[config.mk]
export PLATFORM = sky130hd
export DESIGN_NAME = rfe_tx_encoder
export DESIGN_NICKNAME = d
export VERILOG_FILES = /design/src/verilog/rfe_tx_encoder.v
export VERILOG_INCLUDE_DIRS = /design/src /design/src/verilog
export SDC_FILE = /design/constraint.sdc
export NUM_CORES = 1
export LEC_CHECK = 0
export ABC_AREA = 1
export BUFFER_PORTS_ARGS = -buffer_cell sky130_fd_sc_hd__buf_2
export CAP_MARGIN = 25
export CELL_PAD_IN_SITES_DETAIL_PLACEMENT = 0
export CELL_PAD_IN_SITES_GLOBAL_PLACEMENT = 1
export CORE_ASPECT_RATIO = 1.1
export CORE_MARGIN = 2
export CORE_UTILIZATION = 44
export DETAILED_ROUTE_END_ITERATION = 7
export PLACE_DENSITY_LB_ADDON = 0.1
export SYNTH_ARGS = -nofsm -noshare
export SYNTH_HDL_FRONTEND = slang
export SYNTH_SLANG_ARGS = --single-unit
[constraint.sdc]
create_clock -name hclk -period 4.03 [get_ports hclk]
set_input_delay 0.806 -clock hclk [delete_from_list [all_inputs] [get_ports hclk]]
set_output_delay 0.806 -clock hclk [all_outputs]
set_load 0.02 [all_outputs]
[src/verilog/rfe_defines.vh]
`ifndef RFE_DEFINES_VH
`define RFE_DEFINES_VH

// ----------------------------------------------------------------------
// register indices (byte address = 4 * index)
// ----------------------------------------------------------------------
`define RFE_IDX_FRAME_SETUP 8'h18
`define RFE_IDX_CRC_SETUP 8'h19
`define RFE_IDX_CMD 8'h30
`define RFE_IDX_NUM_BYTES 8'h31
`define RFE_IDX_IRQ_STATUS 8'h32
`define RFE_IDX_IRQ_MASK 8'h33
`define RFE_IDX_STATE 8'h34

// ----------------------------------------------------------------------
// tx_frame_setup fields
// ----------------------------------------------------------------------
`define RFE_FS_FIRST_LO 0
`define RFE_FS_LAST_LO 3
`define RFE_FS_START_LO 6
`define RFE_FS_STOP_LO 8
`define RFE_FS_DATA_EN 10
`define RFE_FS_PAR_EN 11
`define RFE_FS_PAR_ODD 12
`define RFE_FS_PAR_LAST_INV 13
`define RFE_FS_WMASK 32'h00003FFF
`define RFE_FS_RESET 32'h00000000

// ----------------------------------------------------------------------
// tx_crc_setup fields
// ----------------------------------------------------------------------
`define RFE_CS_EN 0
`define RFE_CS_INV 1
`define RFE_CS_TYPE5 2
`define RFE_CS_SEL_LO 3
`define RFE_CS_SKIP1 6
`define RFE_CS_CUSTOM_LO 16
`define RFE_CS_WMASK 32'hFFFF007F
`define RFE_CS_RESET 32'h00000000

// ----------------------------------------------------------------------
// crc presets and polynomials (lsb-first, reflected)
// ----------------------------------------------------------------------
`define RFE_PRESET_0 16'h0000
`define RFE_PRESET_1 16'h6363
`define RFE_PRESET_2 16'hA671
`define RFE_PRESET_3 16'hFFFF
`define RFE_PRESET_4 16'h0012
`define RFE_PRESET_5 16'hE012
`define RFE_SEL_CUSTOM 3'h7
`define RFE_POLY16 16'h8408
`define RFE_POLY5 16'h0012
`define RFE_MASK5 16'h001F
`define RFE_LEN16 5'h10
`define RFE_LEN5 5'h05

// ----------------------------------------------------------------------
// command and interrupt bits
// ----------------------------------------------------------------------
`define RFE_CMD_START 0
`define RFE_IRQ_DONE 0
`define RFE_IRQ_NODATA 1
`define RFE_IRQ_W 2

`endif

[src/verilog/rfe_tx_encoder.v]
// Contract
// - final data byte parity bit is inverted
// - parity type selects even or odd
// - parity bit appended after each byte
// - data on with zero count raises error
// - data enable gates the data section
// - stop field picks end symbol
// - start field picks opening symbol
// - last byte bit count drops trailing bits
// - first byte bit count drops leading bits
// - custom sixteen-bit preset held in upper half
// - skip control excludes first byte from crc
// - preset select picks fixed start value
// - five-bit crc uses preset low byte
// - code seven uses custom preset
// - crc type selects sixteen or five bits
// - invert control complements sent checksum
// - crc enable computes and sends checksum
`include "rfe_defines.vh"

module rfe_tx_encoder #(
  parameter ADDR_W = 12,
  parameter CNT_W = 16
) (
  input wire hclk, // bus clock
  input wire hresetn, // async reset, active low
  input wire hsel, // slave select
  input wire [ADDR_W-1:0] haddr, // byte address
  input wire [1:0] htrans, // transfer type
  input wire hwrite, // write when high
  input wire [2:0] hsize, // transfer size, word only
  input wire [31:0] hwdata, // write data
  input wire hready, // bus ready in
  output wire hreadyout, // slave ready
  output wire hresp, // always okay
  output reg [31:0] hrdata, // read data
  output wire irq, // level interrupt
  input wire [7:0] in_data, // frame byte
  input wire in_valid, // byte offered
  output wire in_ready, // byte taken
  output wire out_valid, // element offered
  input wire out_ready, // element taken
  output wire out_is_sym, // element is a symbol
  output reg [1:0] out_sym, // symbol number
  output wire out_bit // data, parity or crc bit
);

  // --------------------------------------------------------------------
  // states
  // --------------------------------------------------------------------
  localparam [6:0] S_IDLE = 7'h01;
  localparam [6:0] S_START = 7'h02;
  localparam [6:0] S_LOAD = 7'h04;
  localparam [6:0] S_DBIT = 7'h08;
  localparam [6:0] S_PAR = 7'h10;
  localparam [6:0] S_CRC = 7'h20;
  localparam [6:0] S_STOP = 7'h40;
  localparam [CNT_W-1:0] CNT_ONE = {{(CNT_W-1){1'b0}}, 1'b1};

  // --------------------------------------------------------------------
  // functions
  // --------------------------------------------------------------------
  function [15:0] crc_preset;
    input [2:0] sel;
    input [15:0] custom;
    begin
      case (sel)
        3'h0: crc_preset = `RFE_PRESET_0;
        3'h1: crc_preset = `RFE_PRESET_1;
        3'h2: crc_preset = `RFE_PRESET_2;
        3'h3: crc_preset = `RFE_PRESET_3;
        3'h4: crc_preset = `RFE_PRESET_4;
        3'h5: crc_preset = `RFE_PRESET_5;
        `RFE_SEL_CUSTOM: crc_preset = custom;
        default: crc_preset = `RFE_PRESET_0;
      endcase
    end
  endfunction

  function [15:0] crc_step;
    input [15:0] c;
    input b;
    input t5;
    reg fb;
    begin
      fb = c[0] ^ b;
      if (t5) begin
        crc_step = ((c & `RFE_MASK5) >> 1) ^ (fb ? `RFE_POLY5 : 16'h0000);
      end else begin
        crc_step = (c >> 1) ^ (fb ? `RFE_POLY16 : 16'h0000);
      end
    end
  endfunction

  // --------------------------------------------------------------------
  // registers
  // --------------------------------------------------------------------
  reg [31:0] frame_setup_r;
  reg [31:0] crc_setup_r;
  reg [CNT_W-1:0] num_bytes_r;
  reg [`RFE_IRQ_W-1:0] irq_status_r;
  reg [`RFE_IRQ_W-1:0] irq_mask_r;
  reg start_r;
  reg ph_write_r;
  reg [7:0] ph_idx_r;

  reg [6:0] state_r;
  reg [15:0] sh_r;
  reg [15:0] crc_r;
  reg [4:0] cnt_r;
  reg [CNT_W-1:0] byte_idx_r;
  reg par_acc_r;
  reg done_r;
  reg nodata_r;

  // --------------------------------------------------------------------
  // field decode
  // --------------------------------------------------------------------
  wire [2:0] first_bits = frame_setup_r[`RFE_FS_FIRST_LO +: 3];
  wire [2:0] last_bits = frame_setup_r[`RFE_FS_LAST_LO +: 3];
  wire [1:0] start_sym = frame_setup_r[`RFE_FS_START_LO +: 2];
  wire [1:0] stop_sym = frame_setup_r[`RFE_FS_STOP_LO +: 2];
  wire data_en = frame_setup_r[`RFE_FS_DATA_EN];
  wire par_en = frame_setup_r[`RFE_FS_PAR_EN];
  wire par_odd = frame_setup_r[`RFE_FS_PAR_ODD];
  wire par_last_inv = frame_setup_r[`RFE_FS_PAR_LAST_INV];
  wire crc_en = crc_setup_r[`RFE_CS_EN];
  wire crc_inv = crc_setup_r[`RFE_CS_INV];
  wire crc_t5 = crc_setup_r[`RFE_CS_TYPE5];
  wire [2:0] crc_sel = crc_setup_r[`RFE_CS_SEL_LO +: 3];
  wire crc_skip1 = crc_setup_r[`RFE_CS_SKIP1];
  wire [15:0] crc_custom = crc_setup_r[`RFE_CS_CUSTOM_LO +: 16];

  // --------------------------------------------------------------------
  // frame sequencing helpers
  // --------------------------------------------------------------------
  wire first_byte = (byte_idx_r == {CNT_W{1'b0}});
  wire last_byte = (byte_idx_r == num_bytes_r - CNT_ONE);
  wire [3:0] lo_bit = (first_byte && first_bits != 3'h0) ?
    (4'h8 - {1'b0, first_bits}) : 4'h0;
  wire [3:0] hi_bit = (last_byte && last_bits != 3'h0) ?
    {1'b0, last_bits} : 4'h8;
  wire [3:0] byte_len = (hi_bit > lo_bit) ? (hi_bit - lo_bit) : 4'h1;
  wire [15:0] preset = crc_preset(crc_sel, crc_custom);
  wire [15:0] crc_init = crc_t5 ?
    ({8'h00, preset[7:0]} & `RFE_MASK5) : preset;
  wire [4:0] crc_len = crc_t5 ? `RFE_LEN5 : `RFE_LEN16;
  wire crc_cover = ~(crc_skip1 & first_byte);
  wire [15:0] crc_nxt = crc_cover ?
    crc_step(crc_r, sh_r[0], crc_t5) : crc_r;
  // last bit of a byte without parity is folded in before sending
  wire [15:0] crc_fin = (state_r == S_DBIT) ? crc_nxt : crc_r;
  wire [15:0] crc_tx = (crc_fin ^ {16{crc_inv}}) &
    (crc_t5 ? `RFE_MASK5 : 16'hFFFF);
  wire par_next = par_acc_r ^ sh_r[0];
  wire par_bit = par_next ^ par_odd ^ (last_byte & par_last_inv);

  // --------------------------------------------------------------------
  // section order
  // --------------------------------------------------------------------
  wire [6:0] after_crc = (stop_sym != 2'h0) ? S_STOP : S_IDLE;
  wire [6:0] after_data = last_byte ?
    ((crc_en) ? S_CRC : after_crc) : S_LOAD;
  wire [6:0] after_start = data_en ? S_LOAD : after_crc;

  // --------------------------------------------------------------------
  // handshake events
  // --------------------------------------------------------------------
  wire take = out_valid & out_ready;
  wire byte_end = take & ((state_r == S_PAR) |
    ((state_r == S_DBIT) & (cnt_r == 5'h01) & ~par_en));
  wire frame_end = take & (((state_r == S_CRC) & (cnt_r == 5'h01) &
    (after_crc == S_IDLE)) | (state_r == S_STOP));

  // --------------------------------------------------------------------
  // byte and element handshake outputs
  // --------------------------------------------------------------------
  assign in_ready = (state_r == S_LOAD);
  assign out_valid = (state_r == S_START) | (state_r == S_DBIT) |
    (state_r == S_PAR) | (state_r == S_CRC) | (state_r == S_STOP);
  assign out_is_sym = state_r[1] | state_r[6];
  assign out_bit = sh_r[0];

  // --------------------------------------------------------------------
  // frame engine
  // --------------------------------------------------------------------
  always @(posedge hclk or negedge hresetn) begin
    if (!hresetn) begin
      state_r <= S_IDLE;
      sh_r <= 16'h0000;
      crc_r <= 16'h0000;
      cnt_r <= 5'h00;
      byte_idx_r <= {CNT_W{1'b0}};
      par_acc_r <= 1'b0;
      out_sym <= 2'h0;
      done_r <= 1'b0;
      nodata_r <= 1'b0;
    end else begin
      done_r <= frame_end;
      nodata_r <= 1'b0;
      case (state_r)
        S_IDLE: begin
          if (start_r) begin
            if (data_en && num_bytes_r == {CNT_W{1'b0}}) begin
              nodata_r <= 1'b1;
            end else begin
              crc_r <= crc_init;
              byte_idx_r <= {CNT_W{1'b0}};
              if (start_sym != 2'h0) begin
                state_r <= S_START;
                out_sym <= start_sym - 2'h1;
              end else begin
                state_r <= after_start;
                out_sym <= stop_sym;
                if (after_start == S_IDLE) begin
                  done_r <= 1'b1;
                end
              end
            end
          end
        end
        S_START: begin
          if (take) begin
            state_r <= after_start;
            out_sym <= stop_sym;
            if (after_start == S_IDLE) begin
              done_r <= 1'b1;
            end
          end
        end
        S_LOAD: begin
          if (in_valid) begin
            sh_r <= {8'h00, in_data >> lo_bit};
            cnt_r <= {1'b0, byte_len};
            par_acc_r <= 1'b0;
            state_r <= S_DBIT;
          end
        end
        S_DBIT: begin
          if (take) begin
            crc_r <= crc_nxt;
            par_acc_r <= par_next;
            cnt_r <= cnt_r - 5'h01;
            if (cnt_r == 5'h01 && par_en) begin
              sh_r <= {15'h0000, par_bit};
              state_r <= S_PAR;
            end else begin
              sh_r <= sh_r >> 1;
            end
          end
        end
        S_PAR: begin
          sh_r <= sh_r;
        end
        S_CRC: begin
          if (take) begin
            sh_r <= sh_r >> 1;
            cnt_r <= cnt_r - 5'h01;
            if (cnt_r == 5'h01) begin
              state_r <= after_crc;
            end
          end
        end
        S_STOP: begin
          if (take) begin
            state_r <= S_IDLE;
          end
        end
        default: begin
          state_r <= S_IDLE;
        end
      endcase
      if (byte_end) begin
        byte_idx_r <= byte_idx_r + CNT_ONE;
        state_r <= after_data;
        if (after_data == S_CRC) begin
          sh_r <= crc_tx;
          cnt_r <= crc_len;
        end
        if (after_data == S_IDLE) begin
          done_r <= 1'b1;
        end
      end
    end
  end

  // --------------------------------------------------------------------
  // ahb-lite slave
  // --------------------------------------------------------------------
  wire addr_ok = hsel & htrans[1] & hready;
  wire [7:0] a_idx = haddr[9:2];
  wire rd_status = addr_ok & ~hwrite & (a_idx == `RFE_IDX_IRQ_STATUS);
  wire [`RFE_IRQ_W-1:0] irq_set = {nodata_r, done_r};
  wire wr_cmd = ph_write_r & (ph_idx_r == `RFE_IDX_CMD);

  assign hreadyout = 1'b1;
  assign hresp = 1'b0;
  assign irq = |(irq_status_r & irq_mask_r);

  always @(posedge hclk or negedge hresetn) begin
    if (!hresetn) begin
      start_r <= 1'b0;
      ph_write_r <= 1'b0;
      ph_idx_r <= 8'h00;
    end else begin
      start_r <= wr_cmd & hwdata[`RFE_CMD_START] & (state_r == S_IDLE);
      if (hready) begin
        ph_write_r <= addr_ok & hwrite;
        ph_idx_r <= a_idx;
      end
    end
  end

  // --------------------------------------------------------------------
  // read data, loaded at the address phase
  // --------------------------------------------------------------------
  always @(posedge hclk or negedge hresetn) begin
    if (!hresetn) begin
      hrdata <= 32'h00000000;
    end else if (addr_ok && !hwrite) begin
      case (a_idx)
        `RFE_IDX_FRAME_SETUP: hrdata <= frame_setup_r;
        `RFE_IDX_CRC_SETUP: hrdata <= crc_setup_r;
        `RFE_IDX_NUM_BYTES: hrdata <= {{(32-CNT_W){1'b0}}, num_bytes_r};
        `RFE_IDX_IRQ_STATUS:
          hrdata <= {{(32-`RFE_IRQ_W){1'b0}}, irq_status_r};
        `RFE_IDX_IRQ_MASK:
          hrdata <= {{(32-`RFE_IRQ_W){1'b0}}, irq_mask_r};
        `RFE_IDX_STATE: hrdata <= {25'h0, state_r};
        default: hrdata <= 32'h00000000;
      endcase
    end
  end

  // --------------------------------------------------------------------
  // interrupt status, read clears
  // --------------------------------------------------------------------
  always @(posedge hclk or negedge hresetn) begin
    if (!hresetn) begin
      irq_status_r <= {`RFE_IRQ_W{1'b0}};
    end else begin
      // a same-cycle event survives the clear
      irq_status_r <= (rd_status ? {`RFE_IRQ_W{1'b0}} : irq_status_r) |
        irq_set;
    end
  end

  // --------------------------------------------------------------------
  // configuration writes, data phase
  // --------------------------------------------------------------------
  always @(posedge hclk or negedge hresetn) begin
    if (!hresetn) begin
      frame_setup_r <= `RFE_FS_RESET;
      crc_setup_r <= `RFE_CS_RESET;
      num_bytes_r <= {CNT_W{1'b0}};
      irq_mask_r <= {`RFE_IRQ_W{1'b0}};
    end else if (ph_write_r) begin
      case (ph_idx_r)
        `RFE_IDX_FRAME_SETUP:
          frame_setup_r <= hwdata & `RFE_FS_WMASK;
        `RFE_IDX_CRC_SETUP:
          crc_setup_r <= hwdata & `RFE_CS_WMASK;
        `RFE_IDX_NUM_BYTES: num_bytes_r <= hwdata[CNT_W-1:0];
        `RFE_IDX_IRQ_MASK: irq_mask_r <= hwdata[`RFE_IRQ_W-1:0];
        default: begin
        end
      endcase
    end
  end

endmodule

---- Word-level counts from Yosys, hierarchy flattened ----
Index checks and enable logic that the tools add are counted.
operators by class
  magnitude comparators ................... 1
  equality and inequality tests ........... 46
  reduce and logical (&&, ||, !) cells .... 28
  bitwise gates (word level) .............. 36
  $add $sub $neg .......................... 6
  mux-type cells .......................... 69
  shifts and indexed selects .............. 1
operators with widths
  kind                   count
  $mux 16                18
  $pmux 32 s6            1
  $mux 7                 15
  $pmux 16 s6            1
  $eq 8x6->1 const B     7
  $pmux 7 s7             1
  $pmux 16 s3            1
  $eq 8x5->1 const B     4
  $logic_not 16->1       2
  $pmux 16 s2            1
  $mux 5                 6
  $eq 7x1->1 const B     4
  $ne 3x3->1 const B     6
  $and 1x1->1            17
  $add 16x1->16 const B  1
  $and 16x16->16         1
  $eq 16x16->1           1
  $sub 16x1->16 const B  1
  $xor 15x16->16         1
  $xor 16x16->16         1
  $mux 15                1
  $eq 7x6->1 const B     2
  $ne 2x2->1 const B     7
  $reduce_bool 2->1      7
  36 further kinds       80
word-level totals
  output and inout bits ................... 41
  register bits after elaboration ......... 164
  logic and storage cells ................. 205
  bits of input ports ..................... 64

---- Longest topological paths before layout ----
Gate-level depths: netlist of run 1.
  depth in word-level cells ............... 14
  mapped depth ............................ 22
  gate-level depth less buffers ........... 22

---- Worst setup path before layout of run 1 ----
OpenSTA, ideal clock, no wires.
  kind .................................... reg2reg
  from .................................... register num_bytes_r[0]
  to ...................................... register cnt_r[0]
  required time ........................... 3.907 ns
  buffers on the path ..................... 0
  data arrival time ....................... 3.099 ns
  period minus slack after synthesis ...... 3.222 ns
  setup slack ............................. 0.808 ns
  setup time .............................. 0.123 ns
  stages on the path, launching flop included .. 22
  path through ............................ dfrtp_1 -> inv_2 -> ha_1 -> nand2_1 -> nor2_4 -> nand2_1 -> nand3_1 -> nand2_1 -> nor3b_1 -> and3_1 -> nand4_1 -> or2_2 -> ha_1 -> inv_1 -> fa_1 -> a221oi_1 -> a31oi_1 -> nand3_1 -> nand2_1 -> o21ai_0 -> o31ai_1 -> inv_1
on the way
  word-level cells in the longest chain between the ends .. 10
  elaborated cells between the ends (all ways) .. 13
  those cells by class .................... add/sub: 2; order compare: 1; eq/ne: 2; mux: 7; reduce/logical: 1
ends and longest elaborated chain
  element                                    RTL line              text
  start: declaration                         rfe_tx_encoder.v:100  reg [CNT_W-1:0] num_bytes_r;
  start signal: assignment                   rfe_tx_encoder.v:355  num_bytes_r <= {CNT_W{1'b0}};
  start signal: assignment                   rfe_tx_encoder.v:363  `RFE_IDX_NUM_BYTES: num_bytes_r <= hwdata[CNT_W-1:0];
  $sub 16x1->16 (*)                          rfe_tx_encoder.v:138  wire last_byte = (byte_idx_r == num_bytes_r - CNT_ONE);
  $eq 16x16->1 (*)                           rfe_tx_encoder.v:138
  $logic_and 1x1->1                          rfe_tx_encoder.v:141  wire [3:0] hi_bit = (last_byte && last_bits != 3'h0) ?
  $mux 4                                     rfe_tx_encoder.v:141
  $sub 4x4->4 or $gt 4x4->1 (tied branches)  rfe_tx_encoder.v:143  wire [3:0] byte_len = (hi_bit > lo_bit) ? (hi_bit - lo_bit) : 4'h1;
  $mux 4                                     rfe_tx_encoder.v:143
  $mux 5                                     rfe_tx_encoder.v:232  if (in_valid) begin
  $pmux 5 s2                                 rfe_tx_encoder.v:201  case (state_r)
  $mux 5                                     rfe_tx_encoder.v:276  if (after_data == S_CRC) begin
  $mux 5 (*)                                 rfe_tx_encoder.v:273  if (byte_end) begin
  end signal: assignment                     rfe_tx_encoder.v:234  cnt_r <= {1'b0, byte_len};
  end signal: assignment                     rfe_tx_encoder.v:243  cnt_r <= cnt_r - 5'h01;
  end signal: assignment                     rfe_tx_encoder.v:278  cnt_r <= crc_len;
  end: declaration                           rfe_tx_encoder.v:110  reg [4:0] cnt_r;
Every way passes the cells marked *; elsewhere a longest branch is shown, timed or not.
A chain may end at the register's enable or synchronous reset.

---- Worst setup path in the final report of run 1 ----
Same ends and word-level chain as after synthesis.

==> reports/results.tsv, run 1 <==
metric	value	unit
total CTS buffers	17	
Yosys top cell area share	40.7	%
number of synthesized flops with an enable pin	0	
diode count	0	
gr ovfl total	0	
Bufs on Longest Clock Path	2	
Die Y	162	µm
first-pass GRT wire length	49300	µm
Slew HR	36.9	%
Top FF cell, synth	dfrtp_1	
Synth Area in Adders	1.57	%
top post-synthesis cells by count	346 x nand2_1, 167 x inv_1, 163 x dfrtp_1	
Power Total	0.00480	W
die area	24000	µm²
Seq cells post-synth	164	
XOR/XNOR share of the synthesized area	2.50	%
Reg power frac	40.3	%
num rows	57	
pwr dens	423	nW/µm²
critical path endpoint category	register	
Post-Syn Nets	1452	
Fmax	269	MHz
Syn Std Cell Area	10000	µm²
Arrival @ worst endpoint	4.03	ns
dpl hpwl	23100	µm
setup ws final	0.309	ns
Reg clk slew, reported paths	0.08	ns
vias per cell	5.33	
status	completed	
max_cap viols	0	
Hold Slack	0.359	ns
total core area	22300	µm²
main combinational cell family by area after synthesis	simple AND/OR/NAND/NOR gates	
CTS Root Cell	clkbuf_16	
I/O pin cnt	105	
antenna violations before repair	1	
Max VDD drop	0.315	mV
final hold violations	0	
drt initial violations	682	
Clock Latency Late Sink	0.44	ns
First-pass DRT Iterations	7	
Pint	0.00305	W
mux cell area share after synthesis	1.45	%
Vias	9411	
Critical Path Start	num_bytes_r[0]	
vias in the first global route	9023	
measured slew at the worst slew-check pin	0.945	ns
sequential area share after synthesis	41.0	%
dominant cell type by area after synthesis	dfrtp_1	
clock power share	35.6	%
Avg Inst Size Synth	7.28	µm²
worst endpoint required time	4.34	ns
hold_buf cts	0	
Worst Setup Path Type	register to register	
final WL	30300	µm
Logic pwr share	24.0	%
post-synthesis compound-gate area fraction	15.5	%
CTS tree	yes	
Syn. warnings	0	
Total GRT Usage	26.2	%
RSZ-0062 raised after global routing	false	
Post-DRT Antenna Nets	0	
Min Clock Period, post-route	3.72	ns
top cells by area, synth	dfrtp_1 41%, nand2_1 13%, o21ai_0 6.6%	
setup violators final	0	
fill cell count	2312	
Final period util	92.3	%
Syn Inst Count	1376	
share of cells above drive strength 1	13.8	%
simple-gate share of the synthesized area	28.9	%
Leak Pwr	5.91	nW
CTS Sinks	164	
startpoint types	register	
pre-CTS setup slack	0.259	ns
Reg2Reg Launch Point	num_bytes_r[0]	
Post-Layout Cell Count	1765	
Pins Over Slew Limit	0	
RD Place Congestion	0.919	
Layout area overhead	13.4	%
Initial Util	45.0	%
clock skew	0.0185	ns
port bufs	94	
placed cells	1732	
drt wl/cell	17.2	µm
synth unique cells	62	
Hold Crit Class	input port to async pin	
final net count	1533	
DRC errors left	0	
largest net degree at the start of global routing	71	
Worst Path Max Fanout	8	
Switching Power	0.00175	W
Worst R2R Path Depth	22	
fraction of synthesis flops using an asynchronous set or reset pin	100	%
Net Sw Frac	36.5	%
H-tree levels	4	
Die X	148	µm
Setup TNS	0	ns
top-count cell post-synth	nand2_1	
## cell type report
class	instances	area [µm²]	area share, %
clock inverter	15	181	1.60
inverter	187	707	6.22
multi-input combinational	981	5000	44.1
timing repair buffer	106	567	4.99
clock buffer	17	425	3.74
tap	295	369	3.25
sequential	164	4110	36.1
## state kept, by name (all words and copies together) (netlist names)
signal and cells:
frame_setup_r 14, ph_write_r 1, crc_setup_r 23, done_r 1
start_r 1, ph_idx_r 8, nodata_r 1, out_sym 2
crc_r 16, par_acc_r 1, cnt_r 5, hrdata 32
state_r 7, irq_mask_r 2, sh_r 16, byte_idx_r 16
num_bytes_r 16, irq_status_r 2
## metal layers
layer / GRT usage [%] / wire [µm]
met4: 6.97 / 551
met2: 39.5 / 13400
met3: 4.07 / 1360
met5: 0 / 8
met1: 39.4 / 15000
## power groups by stage
| stage | clock, W | combinational [W] | sequential [W] |
|---|---|---|---|
| after floorplan | 0 | 0.000812 | 0.00194 |
| after global placement | 0 | 0.00114 | 0.00196 |
| after detailed placement | 0 | 0.00114 | 0.00197 |
| after CTS | 0.00173 | 0.00115 | 0.00193 |
| after global routing | 0.00181 | 0.00130 | 0.00196 |
| final | 0.00171 | 0.00115 | 0.00194 |
## layout by cell type (no fill, tap or decap), types with 3 or more instances in the layout
| master | synthesis | layout |
|---|---|---|
| nand2_1 | 346 | 346 |
| inv_1 | 167 | 167 |
| dfrtp_1 | 163 | 163 |
| o21ai_0 | 133 | 133 |
| nand3_1 | 124 | 124 |
| nor2_1 | 104 | 104 |
| buf_2 | 6 | 93 |
| a21oi_1 | 33 | 33 |
| o21ai_1 | 23 | 23 |
| xor2_1 | 21 | 21 |
| o22ai_1 | 21 | 21 |
| o211ai_1 | 20 | 20 |
| nand4_1 | 18 | 18 |
| nor3_1 | 17 | 17 |
| clkbuf_16 | 0 | 17 |
| inv_2 | 13 | 13 |
| o31ai_1 | 13 | 13 |
| mux2_2 | 12 | 12 |
| buf_4 | 3 | 12 |
| nor2_2 | 11 | 11 |
| ha_1 | 11 | 11 |
| nor4_1 | 8 | 8 |
| a22oi_1 | 8 | 8 |
| xnor2_1 | 5 | 5 |
| nand2_2 | 4 | 4 |
| nand2_4 | 4 | 4 |
| clkinv_1 | 4 | 4 |
| or2_2 | 4 | 4 |
| inv_6 | 0 | 4 |
| inv_8 | 0 | 4 |
| nand3_2 | 3 | 3 |
| nand3b_1 | 3 | 3 |
| o21bai_1 | 3 | 3 |
| clkinv_2 | 2 | 3 |
| and3_1 | 3 | 3 |
| clkinv_8 | 0 | 3 |
## final timing paths
| path | to | slack [ns] |
|---|---|---|
| setup / recovery | cnt_r[0] | 0.31 |
| hold / removal | hrdata[10] | 0.36 |
| setup reg to reg | cnt_r[0] | 0.31 |
| hold reg to reg | irq_status_r[0] | 0.45 |
| max in group asynchronous | crc_r[5] | 2.74 |
| min in group hclk | irq_status_r[0] | 0.45 |
## through the flow
step | util, % | instance area (µm²)
6_report | 51.1 | 11400
4_1_cts | 51.0 | 11400
3_3_place_gp | 48.3 | 10700
3_5_place_dp | 48.3 | 10700
2_1_floorplan | - | 10000
5_1_grt | 51.1 | 11400
## cell families after synthesis
family                   Yosys count
other                              2
AND/OR/NAND/NOR                  657
AO/OA/AOI/OAI                    270
adder cells (fa/ha/maj)           12
flip-flops                       164
buffers and inverters            231
XOR/XNOR                          27
multiplexers                      13
## critical path: stages (launching register included)
cell and delay, ns:
dfrtp_1 0.43, inv_2 0.12, ha_1 0.23, nand2_1 0.12, nor2_4 0.21, nand2_1 0.10
nand3_1 0.11, nand2_1 0.06, nor3b_1 0.17, and3_1 0.17, nand4_1 0.07, buf_4 0.17
or2_2 0.27, ha_1 0.18, inv_1 0.08, fa_1 0.21, a221oi_1 0.08, a31oi_1 0.24
nand3_1 0.11, nand2_1 0.08, o21ai_0 0.08, o31ai_1 0.24, inv_1 0.06
## timing repair
action                                  CTS  global route
setup buffers                             0             1
endpoints found under the setup margin    0             1
gates resized for setup                   0             0
Power figures use the tool's default switching activity.
==> inputs of run 2 (changes only) <==
Settings changed: CORE_UTILIZATION 44 to 45, CTS_BUF_LIST from default to sky130_fd_sc_hd__clkbuf_8.
Clock period 4.03 ns to 4.1 ns, I/O delays scaled along.
==> run 2 against run 1 <==
Effect of this change: setup slack gained 0.053 ns; non-clock buffer count shrank 3; cell count fell by 0.17%; wire length rose by 0.14%; sequential share of layout area increased by 0.67 points; via count shrank 0.13%; utilization down 0.28 points; clock-buffer cell count rose by 1; clock skew is 0.0022 ns higher; sequential power is 2% lower.
==> reports/results.tsv, run 2 (synthesized netlist as in run 1, its figures left out) <==
metric	value	unit	change
status	completed		
most frequent CP cell	nand2_1		
Hold Crit Class	input port to async pin		
largest net degree at the start of global routing	78		+9.9%
commonest non-fill, non-tap cell in the layout	nand2_1		
max_cap viols	0		unchanged
Clock Latency Late Sink	0.47	ns	+0.03 ns
final hold violations	0		unchanged
Regs by FF count	hrdata: 32 flops, crc_setup_r: 23 flops		
clock power share	28.7	%	-6.9 points
total core area	22000	µm²	-1.3%
port bufs	94		unchanged
Bufs on Longest Clock Path	2		unchanged
Vias	9399		-0.13%
final WL	30400	µm	+0.14%
Slew HR	35.5	%	-1.3 points
worst path cell trace	inv_1 > ha_1 > nand2_1 > nor2_4 > nand2_1 > nand3_1 > nand2_1 > nor3b_1 > and3_1 > nand4_1 > or2_2 > ha_1 > inv_1 > fa_1 > a221oi_1 > a31oi_1 > nand3_1 > nand2_1 > o21ai_0 > o31ai_1 > inv_1		
vias in the first global route	8923		-1.1%
measured slew at the worst slew-check pin	0.965	ns	+0.0201 ns
Setup TNS	0	ns	unchanged
Max VDD drop	0.225	mV	-28%
vias per cell	5.33		about the same
num rows	57		unchanged
worst endpoint required time	4.46	ns	+0.12 ns
final net count	1530		-0.20%
Reg clk slew, reported paths	0.11	ns	+0.03 ns
Reg2Reg Launch Point	num_bytes_r[1]		
Total GRT Usage	26.3	%	+0.070 points
Worst Setup Path Type	register to register		
Die Y	160	µm	-1.1%
Die X	146	µm	-1.1%
Min Clock Period, post-route	3.74	ns	+0.0170 ns
startpoint types	register		
die area	23500	µm²	-2.2%
total CTS buffers	17		unchanged
most frequent cells in the layout	346 x nand2_1, 167 x inv_1, 163 x dfrtp_1, 133 x o21ai_0, 124 x nand3_1		
drt wl/cell	17.2	µm	+0.31%
I/O pin cnt	105		unchanged
Reg power frac	44.8	%	+4.5 points
dpl hpwl	22800	µm	-0.96%
Arrival @ worst endpoint	4.10	ns	+0.07 ns
setup violators final	0		unchanged
hold_buf cts	0		unchanged
CTS Root Cell	clkbuf_8		
Largest register FFs	32		unchanged
H-tree levels	4		unchanged
RSZ-0062 raised after global routing	false		
Gates resized, CTS repair	0		unchanged
RD Place Congestion	0.920		+0.13%
Net Sw Frac	39.0	%	+2.6 points
clock skew	0.0207	ns	+0.00223 ns
Post-DRT Antenna Nets	0		unchanged
critical path endpoint category	register		
number of post-CTS setup repair buffers	0		unchanged
Most flops, register	hrdata		
Hold Slack	0.346	ns	-0.0138 ns
drt initial violations	599		-12%
CTS Sinks	164		unchanged
Fmax	268	MHz	-0.45%
DRC errors left	0		unchanged
Reg2Reg Capture Point	cnt_r[0]		
pwr dens	380	nW/µm²	-10%
first-pass GRT wire length	48700	µm	-1.3%
Worst Path Max Fanout	8		unchanged
First-pass DRT Iterations	5		-2
Leak Pwr	5.81	nW	-1.7%
Logic pwr share	26.5	%	+2.5 points
CP max-delay cell	dfrtp_1		
Layout area overhead	11.4	%	
reg2reg setup slack	0.36	ns	+0.05 ns
Pint	0.00259	W	-15%
placed inst area	10700	µm²	about the same
CTS tree	yes		
gr ovfl total	0		unchanged
Worst R2R Path Depth	21		-4.5%
Pins Over Slew Limit	0		unchanged
Final period util	91.2	%	-1.2 points
Initial Util	45.6	%	+0.58 points
diode count	0		unchanged
Final Instance Area	11200	µm²	-1.8%
Crit path largest cell delay	0.41	ns	-0.02 ns
Switching Power	0.00166	W	-5.4%
share of cells above drive strength 1	13.6	%	-0.18 points
antenna violations before repair	0		-1
[run 2: cell types whose count changed in the layout (fill, tap and decap cells not counted), sizes merged]
cell and delta:
buf -3, bufinv -1, clkbuf +1, clkinv +3, inv -3
[run 2: worst max-delay path by stage]
stage | from | to | slack, ns | cells after the start
3_5_place_dp | num_bytes_r[1] | cnt_r[0] | 0.42 | 21
6_report | num_bytes_r[1] | cnt_r[0] | 0.36 | 21
5_1_grt | num_bytes_r[1] | cnt_r[0] | 0.04 | 21
2_1_floorplan | num_bytes_r[0] | cnt_r[0] | 0.88 | 21
3_3_place_gp | num_bytes_r[0] | cnt_r[0] | 0.48 | 21
4_1_cts | num_bytes_r[1] | cnt_r[0] | 0.41 | 21
[run 2: stage by stage]
step / worst slack (ns) / cells / util (%) / total power [W]
after floorplan: 0.878 / 1376 / - / 0.00271
after global placement: 0.483 / 1730 / 48.9 / 0.00304
after detailed placement: 0.425 / 1730 / 48.9 / 0.00305
after CTS: 0.406 / 1762 / 50.8 / 0.00427
after global routing: 0.0425 / 1762 / 50.8 / 0.00452
final: 0.362 / 1762 / 50.8 / 0.00424
[run 2: layer usage]
layer  global-route usage (%)  vias to the layer above  share of wire, %
met2                     41.4                      234                45
met5                        0                        -                 0
met3                     4.32                       29               4.7
met4                     6.13                        0               1.4
li1                         -                     4710                 -
met1                     38.2                     4426                49
[run 2: cell type report]
cell class / instances / area, µm²
Fill cell: 2316 / 10800
Multi-Input combinational cell: 981 / 5000
Tap cell: 295 / 369
Sequential cell: 164 / 4110
Clock inverter: 14 / 163
Clock buffer: 18 / 248
Timing Repair Buffer: 103 / 557
Inverter: 187 / 707
[run 2: worst max-delay path, delay by kind of cell, from the launching register on]
family | cells | cell delay, ns
simple gates | 11 | 1.61
compound gates | 4 | 0.68
fa+ha+maj | 3 | 0.66
flops | 1 | 0.41
buf+inv | 3 | 0.28
[run 2: power groups by stage]
stage                     combinational (W)  sequential, W  clock (W)
final                               0.00113        0.00190    0.00122
after detailed placement            0.00112        0.00193          0
after global placement              0.00111        0.00193          0
after global routing                0.00128        0.00192    0.00131
after CTS                           0.00113        0.00190    0.00125
after floorplan                    0.000798        0.00191          0
